**src/pkg/arc_consts.svh**
```systemverilog
// Purpose: offsets, field positions, reset values of the config registers
// Assumes: APB byte address is four times the register index
// Notes: included by the register bank and its chop averager
`ifndef ARC_CONSTS_SVH
`define ARC_CONSTS_SVH

// register indices; byte address is index times four
`define ARC_IDX_RATE 6'h04
`define ARC_IDX_REFC 6'h05
`define ARC_IDX_MAG 6'h06
`define ARC_IDX_STAT 6'h0f

// reset values
`define ARC_RST_RATE 8'h14
`define ARC_RST_REFC 8'h10
`define ARC_RST_MAG 8'h00

// conversion rate control fields
`define ARC_B_CHOP 7
`define ARC_B_EXTCLK 6
`define ARC_B_SSHOT 5
`define ARC_B_LLFILT 4
`define ARC_RATE_HI 3
`define ARC_RATE_RSVD 4'hf

// reference control fields
`define ARC_MON_HI 7
`define ARC_MON_LO 6
`define ARC_B_PBYP 5
`define ARC_B_NBYP 4
`define ARC_SRC_HI 3
`define ARC_SRC_LO 2
`define ARC_PWR_HI 1

// excitation magnitude fields
`define ARC_B_RAIL 7
`define ARC_B_LSW 6
`define ARC_MAG_RO 8'h30
`define ARC_LVL_HI 3

// conversion result width
`define ARC_DW 24

`endif

```
**src/pkg/arc_pkg.sv**
```systemverilog
// Purpose: types shared by the config register bank
// Assumes: constants come from arc_consts.svh
// Notes: codes of the reference fields and the chop phase are enumerations here
package arc_pkg;
  `include "arc_consts.svh"

  typedef logic [7:0] arc_byte_t;                 // one register
  typedef logic signed [`ARC_DW-1:0] arc_data_t;  // one conversion result

  // phase of a global chop pair
  typedef enum logic {ARC_CHOP_FIRST, ARC_CHOP_SECOND} arc_chop_e;

  // reference monitor configuration codes
  typedef enum logic [1:0] {
    ARC_MON_OFF, ARC_MON_LOW, ARC_MON_LOW_MID, ARC_MON_LOW_PULL
  } arc_mon_e;

  // internal reference power codes
  typedef enum logic [1:0] {
    ARC_PWR_OFF, ARC_PWR_ON_PD_OFF, ARC_PWR_ALWAYS, ARC_PWR_RSVD
  } arc_pwr_e;

  // reference source codes
  typedef enum logic [1:0] {
    ARC_SRC_EXT_A, ARC_SRC_EXT_B, ARC_SRC_INTERNAL, ARC_SRC_RSVD
  } arc_src_e;
endpackage : arc_pkg

```
**src/rtl/arc_chop_avg.sv**
```systemverilog
// Purpose: global chop pairing and averaging of conversion results
// Assumes: results arrive as one-cycle strobes on pclk
// Notes: the second result of a pair is taken with inputs swapped
`timescale 1ns/1ps
`include "arc_consts.svh"
module arc_chop_avg
  import arc_pkg::*;
(
  input wire logic pclk,
  input wire logic presetn,
  input wire logic chop_on,          // global chop enabled
  input wire logic in_valid,         // raw result strobe
  input wire arc_pkg::arc_data_t in_data,
  output logic swap,                 // input polarity swapped
  output logic out_valid,            // result strobe, one cycle
  output arc_pkg::arc_data_t out_data
);
  import arc_pkg::*;

  arc_chop_e phase, next_phase;      // which half of the pair
  arc_data_t first, next_first;      // held first result
  logic next_out_valid;
  arc_data_t next_out_data;
  logic signed [`ARC_DW:0] diff;     // one extra bit avoids overflow

  // swap follows phase: the second reading is the reversed one
  assign swap = chop_on && (phase == ARC_CHOP_SECOND);

  // next-state logic of the pair sequencer
  always_comb begin
    next_phase = phase;
    next_first = first;
    next_out_valid = 1'b0;
    next_out_data = out_data;
    diff = {first[`ARC_DW-1], first} - {in_data[`ARC_DW-1], in_data};
    if (!chop_on) begin
      // plain pass-through; pair restarts when chop is switched on
      next_phase = ARC_CHOP_FIRST;
      if (in_valid) begin
        next_out_valid = 1'b1;
        next_out_data = in_data;
      end
    end else if (in_valid) begin
      case (phase)
        ARC_CHOP_FIRST: begin
          next_first = in_data;
          next_phase = ARC_CHOP_SECOND;
        end
        ARC_CHOP_SECOND: begin
          // reversed reading is negated, so average is half the difference
          next_out_valid = 1'b1;
          next_out_data = diff[`ARC_DW:1];
          next_phase = ARC_CHOP_FIRST;
        end
        default: next_phase = ARC_CHOP_FIRST;
      endcase
    end
  end

  // registers of the pair sequencer
  always_ff @(posedge pclk or negedge presetn) begin
    if (!presetn) begin
      phase <= ARC_CHOP_FIRST;
      first <= '0;
      out_valid <= 1'b0;
      out_data <= '0;
    end else begin
      phase <= next_phase;
      first <= next_first;
      out_valid <= next_out_valid;
      out_data <= next_out_data;
    end
  end
endmodule : arc_chop_avg

```
**src/rtl/arc_regs.sv**
```systemverilog
// Purpose: rate, reference and excitation config registers over APB
// Assumes: power_down and conversion strobes come from pclk logic
// Notes: zero-wait slave; unmapped addresses answer with pslverr
//
// Operation
// - global chop swaps inputs, averages pairs
// - clock bit picks internal or external clock
// - mode bit picks continuous or single-shot
// - filter bit picks sinc3 or low-latency
// - four-bit rate code, 1111 reserved
// - reference monitor field sets monitors, pull-together
// - positive buffer enabled by default, bypass bit
// - negative buffer bypassed at reset
// - reference source field, 11 reserved
// - internal reference power field, power-down behaviour
// - reference control at 05h, reset 10h
// - excitation register at 06h, bits 5:4 zero
// - rate register at 04h, reset 14h
// - bit 7 enables output rail monitor
// - bit 6 closes switch, opens in power-down
// - magnitude field sets both sources, 0000 off
//
// The APB register port is this design's own decision.
`timescale 1ns/1ps
`include "arc_consts.svh"
module arc_regs
  import arc_pkg::*;
(
  input wire logic pclk,
  input wire logic presetn,
  // apb slave
  input wire logic psel,
  input wire logic penable,
  input wire logic pwrite,
  input wire logic [7:0] paddr,
  input wire logic [31:0] pwdata,
  input wire logic [3:0] pstrb,
  output logic [31:0] prdata,
  output logic pready,
  output logic pslverr,
  // converter side
  input wire logic power_down,
  input wire logic conv_valid,
  input wire arc_pkg::arc_data_t conv_data,
  output logic chop_swap,
  output logic result_valid,
  output arc_pkg::arc_data_t result_data,
  // conversion rate control
  output logic chop_enable,
  output logic ext_clock_select,
  output logic single_shot_mode,
  output logic low_latency_filter,
  output logic [3:0] rate_code,
  output logic rate_code_reserved,
  // reference control
  output logic reference_low_monitor,
  output logic reference_mid_monitor,
  output logic reference_pull_together,
  output logic positive_ref_buffer_bypass,
  output logic negative_ref_buffer_bypass,
  output logic [1:0] reference_source_select,
  output logic internal_reference_on,
  output logic reference_code_reserved,
  // excitation
  output logic output_rail_monitor_enable,
  output logic low_side_switch,
  output logic [3:0] excitation_current_level
);
  import arc_pkg::*;

  // ---------------- register storage ----------------
  arc_byte_t rate_ctl; // conversion_rate_control
  arc_byte_t next_rate_ctl;
  arc_byte_t ref_ctl; // reference_control
  arc_byte_t next_ref_ctl;
  arc_byte_t mag_ctl; // excitation_magnitude
  arc_byte_t next_mag_ctl;

  // ---------------- bus decode ----------------
  logic setup_ph;                        // first cycle of a transfer
  logic access_ph;                       // completing cycle
  logic wr_go;                           // write takes effect now
  logic lane0;                           // low byte lane enabled
  logic aligned;                         // word-aligned address
  logic hit_rate;
  logic hit_ref;
  logic hit_mag;
  logic hit_stat;
  logic mapped;                          // any register hit
  logic [31:0] next_prdata;
  logic next_pslverr;
  arc_byte_t status;                     // read-only live state

  // ---------------- decoded output stage ----------------
  logic next_chop_enable;
  logic next_ext_clock_select;
  logic next_single_shot_mode;
  logic next_low_latency_filter;
  logic [3:0] next_rate_code;
  logic next_rate_code_reserved;
  logic next_reference_low_monitor;
  logic next_reference_mid_monitor;
  logic next_reference_pull_together;
  logic next_positive_ref_buffer_bypass;
  logic next_negative_ref_buffer_bypass;
  logic [1:0] next_reference_source_select;
  logic next_internal_reference_on;
  logic next_reference_code_reserved;
  logic next_output_rail_monitor_enable;
  logic next_low_side_switch;
  logic [3:0] next_excitation_current_level;
  logic int_ref_live;                    // internal reference powered now
  // field views of the reference register
  arc_mon_e mon_code;
  arc_pwr_e pwr_code;
  arc_src_e src_code;

  // zero-wait slave: every access phase completes in its first cycle
  assign pready = 1'b1;
  assign setup_ph = psel && !penable;
  assign access_ph = psel && penable;
  assign lane0 = pstrb[0];
  assign aligned = (paddr[1:0] == 2'h0);

  // address decode; byte address is four times the register index
  assign hit_rate = aligned && (paddr[7:2] == `ARC_IDX_RATE);
  assign hit_ref = aligned && (paddr[7:2] == `ARC_IDX_REFC);
  assign hit_mag = aligned && (paddr[7:2] == `ARC_IDX_MAG);
  assign hit_stat = aligned && (paddr[7:2] == `ARC_IDX_STAT);
  assign mapped = hit_rate || hit_ref || hit_mag || hit_stat;

  // a write lands only at the completing edge of a mapped transfer
  assign wr_go = access_ph && pwrite && mapped && lane0;

  // field views as enumerations
  assign mon_code = arc_mon_e'(ref_ctl[`ARC_MON_HI:`ARC_MON_LO]);
  assign pwr_code = arc_pwr_e'(ref_ctl[`ARC_PWR_HI:0]);
  assign src_code = arc_src_e'(ref_ctl[`ARC_SRC_HI:`ARC_SRC_LO]);

  // internal reference: code 01 drops out in power-down, 10 stays on
  // power_down is same-clock logic, so it needs no synchroniser
  always_comb begin
    case (pwr_code)
      ARC_PWR_OFF: int_ref_live = 1'b0;
      ARC_PWR_ON_PD_OFF: int_ref_live = !power_down;
      ARC_PWR_ALWAYS: int_ref_live = 1'b1;
      // reserved code treated as off, the safe reading
      default: int_ref_live = 1'b0;
    endcase
  end

  // live status word, read at the status index
  always_comb begin
    // upper bits read as zero
    status = 8'h00;
    status[0] = internal_reference_on;
    status[1] = low_side_switch;
    status[2] = chop_swap;
    status[3] = rate_code_reserved;
    status[4] = reference_code_reserved;
    status[5] = power_down;
  end

  // next values of the three writable registers
  always_comb begin
    next_rate_ctl = rate_ctl;
    next_ref_ctl = ref_ctl;
    next_mag_ctl = mag_ctl;
    if (wr_go && hit_rate) begin
      next_rate_ctl = pwdata[7:0];
    end

    if (wr_go && hit_ref) begin
      next_ref_ctl = pwdata[7:0];
    end

    if (wr_go && hit_mag) begin
      // read-only bits stay zero whatever is written
      next_mag_ctl = pwdata[7:0] & ~`ARC_MAG_RO;
    end
  end

  // register storage; reset values fixed by the map
  always_ff @(posedge pclk or negedge presetn) begin
    if (!presetn) begin
      rate_ctl <= `ARC_RST_RATE;
      ref_ctl <= `ARC_RST_REFC;
      mag_ctl <= `ARC_RST_MAG;
    end else begin
      rate_ctl <= next_rate_ctl;
      ref_ctl <= next_ref_ctl;
      mag_ctl <= next_mag_ctl;
    end
  end

  // read data and error captured in setup, so they stand in access
  always_comb begin
    next_prdata = prdata;
    next_pslverr = pslverr;
    if (setup_ph) begin
      next_prdata = 32'h0000_0000;
      next_pslverr = !mapped;
      if (!pwrite) begin
        if (hit_rate) begin
          next_prdata[7:0] = rate_ctl;
        end else if (hit_ref) begin
          next_prdata[7:0] = ref_ctl;
        end else if (hit_mag) begin
          next_prdata[7:0] = mag_ctl;
        end else if (hit_stat) begin
          next_prdata[7:0] = status;
        end
      end
    end else if (!psel) begin
      // idle bus: drop any error so it cannot leak into the next transfer
      next_pslverr = 1'b0;
    end
  end

  // bus answer registers
  always_ff @(posedge pclk or negedge presetn) begin
    if (!presetn) begin
      prdata <= 32'h0000_0000;
      pslverr <= 1'b0;
    end else begin
      prdata <= next_prdata;
      pslverr <= next_pslverr;
    end
  end

  // decode of register fields into control levels
  always_comb begin
    // conversion rate control
    next_chop_enable = rate_ctl[`ARC_B_CHOP];
    next_ext_clock_select = rate_ctl[`ARC_B_EXTCLK];
    next_single_shot_mode = rate_ctl[`ARC_B_SSHOT];
    next_low_latency_filter = rate_ctl[`ARC_B_LLFILT];
    next_rate_code = rate_ctl[`ARC_RATE_HI:0];
    next_rate_code_reserved =
      (rate_ctl[`ARC_RATE_HI:0] == `ARC_RATE_RSVD);

    // reference monitors
    next_reference_low_monitor = 1'b0;
    next_reference_mid_monitor = 1'b0;
    next_reference_pull_together = 1'b0;
    case (mon_code)
      ARC_MON_OFF: next_reference_low_monitor = 1'b0;
      ARC_MON_LOW: next_reference_low_monitor = 1'b1;
      ARC_MON_LOW_MID: begin
        next_reference_low_monitor = 1'b1;
        next_reference_mid_monitor = 1'b1;
      end
      ARC_MON_LOW_PULL: begin
        next_reference_low_monitor = 1'b1;
        next_reference_pull_together = 1'b1;
      end
      default: next_reference_low_monitor = 1'b0;
    endcase

    // buffers; a set bit bypasses, reset leaves only negative bypassed
    next_positive_ref_buffer_bypass = ref_ctl[`ARC_B_PBYP];
    next_negative_ref_buffer_bypass = ref_ctl[`ARC_B_NBYP];
    // source select passes the code; reserved code is flagged only
    next_reference_source_select = src_code;
    next_internal_reference_on = int_ref_live;
    next_reference_code_reserved =
      (src_code == ARC_SRC_RSVD) || (pwr_code == ARC_PWR_RSVD);

    // excitation
    next_output_rail_monitor_enable = mag_ctl[`ARC_B_RAIL];
    // switch is forced open whenever the device sits in power-down
    next_low_side_switch = mag_ctl[`ARC_B_LSW] && !power_down;
    // one code drives both sources; they stay off without the reference,
    // so a premature magnitude write does no harm
    next_excitation_current_level =
      int_ref_live ? mag_ctl[`ARC_LVL_HI:0] : 4'h0;
  end

  // decoded levels leave through flip-flops, glitch-free at the pins
  always_ff @(posedge pclk or negedge presetn) begin
    if (!presetn) begin
      // rate
      chop_enable <= 1'b0;
      ext_clock_select <= 1'b0;
      single_shot_mode <= 1'b0;
      low_latency_filter <= 1'b1;
      rate_code <= 4'h4;
      rate_code_reserved <= 1'b0;

      // reference
      reference_low_monitor <= 1'b0;
      reference_mid_monitor <= 1'b0;
      reference_pull_together <= 1'b0;
      positive_ref_buffer_bypass <= 1'b0;
      negative_ref_buffer_bypass <= 1'b1;
      reference_source_select <= 2'h0;
      internal_reference_on <= 1'b0;
      reference_code_reserved <= 1'b0;

      // excitation
      output_rail_monitor_enable <= 1'b0;
      low_side_switch <= 1'b0;
      excitation_current_level <= 4'h0;
    end else begin
      // rate
      chop_enable <= next_chop_enable;
      ext_clock_select <= next_ext_clock_select;
      single_shot_mode <= next_single_shot_mode;
      low_latency_filter <= next_low_latency_filter;
      rate_code <= next_rate_code;
      rate_code_reserved <= next_rate_code_reserved;

      // reference
      reference_low_monitor <= next_reference_low_monitor;
      reference_mid_monitor <= next_reference_mid_monitor;
      reference_pull_together <= next_reference_pull_together;
      positive_ref_buffer_bypass <= next_positive_ref_buffer_bypass;
      negative_ref_buffer_bypass <= next_negative_ref_buffer_bypass;
      reference_source_select <= next_reference_source_select;
      internal_reference_on <= next_internal_reference_on;
      reference_code_reserved <= next_reference_code_reserved;

      // excitation
      output_rail_monitor_enable <= next_output_rail_monitor_enable;
      low_side_switch <= next_low_side_switch;
      excitation_current_level <= next_excitation_current_level;
    end
  end

  // global chop: the live register bit steers the pair sequencer
  // switching chop off drops a half-finished pair
  arc_chop_avg u_chop (
    .pclk(pclk),
    .presetn(presetn),
    .chop_on(rate_ctl[`ARC_B_CHOP]),
    .in_valid(conv_valid),
    .in_data(conv_data),
    .swap(chop_swap),
    .out_valid(result_valid),
    .out_data(result_data)
  );
endmodule : arc_regs

```
**config.mk**
```make
export PLATFORM = sky130hd
export DESIGN_NAME = arc_regs
export DESIGN_NICKNAME = d
export VERILOG_FILES = /design/src/pkg/arc_pkg.sv /design/src/rtl/arc_chop_avg.sv /design/src/rtl/arc_regs.sv
export VERILOG_INCLUDE_DIRS = /design/src /design/src/pkg
export SDC_FILE = /design/constraint.sdc
export NUM_CORES = 1
export LEC_CHECK = 0
export ABC_AREA = 1
export ABC_CLOCK_PERIOD_IN_PS = 4600
export BUFFER_PORTS_ARGS = -buffer_cell sky130_fd_sc_hd__clkbuf_2
export CORE_UTILIZATION = 45
export CTS_CLUSTER_DIAMETER = 120
export CTS_CLUSTER_SIZE = 8
export DETAILED_ROUTE_END_ITERATION = 8
export PLACE_DENSITY = 0.67
export SLEW_MARGIN = 20
export SYNTH_ARGS = -nofsm -noshare
export SYNTH_HDL_FRONTEND = slang
export SYNTH_SLANG_ARGS = --single-unit
export TNS_END_PERCENT = 1
```
**constraint.sdc**
```tcl
create_clock -name pclk -period 4.6 [get_ports pclk]
set_input_delay 0.92 -clock pclk [delete_from_list [all_inputs] [get_ports pclk]]
set_output_delay 0.92 -clock pclk [all_outputs]
set_load 0.01 [all_outputs]
```
==> metrics <==
largest area contributor in the netlist dfrtp_1; Layout area overhead 14.9%; worst min path class register to register; Final Skew 0.00991 ns; vias in the first global route 5,263; Layout Cells excl Fill 1,168; Die ar. 14,600 um2; Crit-path slowest cell fa_1; final period utilization 0.525; final number of hold-violating endpoints 0; P per Cell Area 287 nW/um2; routability cong. 0.885; Mapped Cells 881; largest buffer count on any clock path 2; Seq/Total Area, Yosys 0.413; M1 WL 6820 um; EDFF count, synth 0; P_leak 4.18 nW; Hold Buf Count CTS 0; Peak VDD IR 0.225 mV; Power, Total 2.10 mW; synth cell count leaders 299 x nand2_1, 145 x inv_1, 99 x dfrtp_1; fraction of registers with async set/reset 1.00; CP Capture Type register; setup violators final 0; initial antenna violation count 0; reg2reg setup slack 2.48 ns; PortBufs 106; number of DRC markers in iteration 0 218; status complete, no violations; Fillers 1,376; flops & latches, synth 105; post-layout util 0.530; ys flop type dfrtp_1; Worst EP required 4.86 ns; Yosys cell types 38; worst hold slack 0.379 ns; Met2 Wirelength 7210 um; CP cell instances clkbuf_2 -> nand2_1 -> inv_1 -> fa_1 -> inv_1 -> nand2_1 -> nand2_1 -> nand3_1 -> nand2_1 -> nand3_1 -> nand3_1 -> nand2_1 -> o21ai_1 -> nand2_1; WL met3 759 um; Layout Nets 1,085; synthesized cell area 6370 um2; total global routing overflow 0; n_diodes 0; via count 5,505; Site Rows 43; Remaining DRCs 0; post-detail-place hpwl 11,300 um; IO Pins 159; critical path's most frequent cell nand2_1; largest net degree at the start of global routing 49; largest cells by area after synthesis dfrtp_1 39%, nand2_1 18%, inv_1 8.5%; Root Buffer Master clkbuf_16; setup TNS 0 ns; clock sink total 105; post-layout minimum cycle time 2.41 ns; first-pass GRT wire length 25,400 um; CTS resizes 0; CP peak stage delay 0.37 ns; TritonCTS buffer count 9; WS Path Type input port to register; top sig layer met4; CTS tree done; crit start category input port; top cell type's share of synthesized area 0.389; Max FO, Critical Path 4; Post-CTS Setup Bufs 0; wire per inst 12.8 um; Die X 121 um; post-placement cell count 1,151; drt via density 4.71; core area 13,800 um2; fmax 0.414 GHz; Max Cap Viol 0; Worst-path clk slew 0.07 ns; Synth Warn # 0; wirelength, routed 15,000 um; Skew-Pair Late Insertion Delay 0.37 ns; top-count cell post-synth nand2_1; antenna-violating nets left 0; average size of a mapped cell 7.23 um2; RSZ-0062 raised after global routing no; Worst Max-Slew Pin Slew 0.573 ns; count of pins over their slew limit 0; Initial Util 0.461; share of post-route cells with drive strength above 1 0.177; # H-tree levels 3; gr usage total 0.224; Die Y 121 um; Worst slew margin 0.618; 1st-pass router iterations 5; CP Data Arrival Time 2.67 ns
-- per-layer routing --
layer | vias up | GRT usage
met3 | 15 | 0.0540
li1 | 2883 | -
met5 | - | 0
met2 | 101 | 0.381
met4 | 0 | 0.0602
met1 | 2506 | 0.282
-- cell type report --
type                            count  area, um2  share of cell area
Multi-Input combinational cell    600       2970               0.405
Timing Repair Buffer              111        591              0.0806
Tap cell                          180        225              0.0308
Sequential cell                   105       2640               0.360
Clock inverter                      7       95.1              0.0130
Clock buffer                        9        225              0.0308
Inverter                          156        586              0.0800
-- flip-flops by register name, indices dropped and copies added, names as in the netlist, 2 cells and up --
| signal | flops |
|---|---|
| ref_ctl | 8 |
| u_chop.first | 24 |
| rate_ctl | 8 |
| mag_ctl | 6 |
| u_chop.out_data | 24 |
| excitation_current_level | 4 |
| prdata | 8 |
| rate_code | 4 |
| reference_source_select | 2 |
-- cell families (layout without fill, tap and decap cells) --
group                    after synthesis  after routing  share of synthesized area
AND/OR/NAND/NOR                      421            421                      0.278
buffers and inverters                199            283                      0.136
AO/OA/AOI/OAI                        123            123                      0.112
flip-flops                           105            105                      0.413
adder cells (fa/ha/maj)               27             27                     0.0542
XOR/XNOR                               4              4                    0.00550
other                                  2             25                    0.00118
-- final timing paths --
kind	startpoint	endpoint	cells after the start
worst max-delay path	conv_data[0]	u_chop.out_data[15]	14
worst min-delay path	rate_ctl[4]	low_latency_filter	0
worst max register to register	u_chop.first[0]	u_chop.out_data[15]	14
worst min register to register	rate_ctl[4]	low_latency_filter	0
max in group asynchronous	presetn	rate_ctl[4]	2
min in group asynchronous	presetn	u_chop.out_data[8]	1
-- per-stage QoR --
stage | setup WS [ns] | cell area [um2]
global route | 2.02 | 7320
global placement | 1.85 | 6980
floorplan | 2.30 | 6460
finish | 2.19 | 7320
detailed placement | 1.85 | 6980
CTS | 2.20 | 7300
-- power by group --
group          internal (mW)  leakage, nW  switching, mW
combinational          0.109         2.64          0.212
clock                  0.394        0.151          0.414
sequential             0.955         1.39         0.0181
total                   1.46         4.18          0.644
-- critical path: cells and delay by family --
family / cells / cell delay (ns)
buf+inv: 3 / 0.30
simple gates: 9 / 0.95
compound gates: 1 / 0.12
fa+ha+maj: 1 / 0.37
-- layout by cell type (no fill, tap or decap), drive strengths merged, types with 2 or more instances in the layout --
master,synthesis,final
clkbuf,6,114
inv,155,157
and2,2,2
dfrtp,99,99
nand3,43,43
buf,37,6
nand4,12,12
nor2,55,55
ha,26,26
o221ai,2,2
a22o,2,2
conb,2,25
o211ai,7,7
dfstp,6,6
a21o,3,3
nor3,4,4
xor2,4,4
o21ai,60,60
clkinv,1,5
nand2,303,303
a21oi,48,48
No activity file was read; power rests on OpenSTA's default activity.
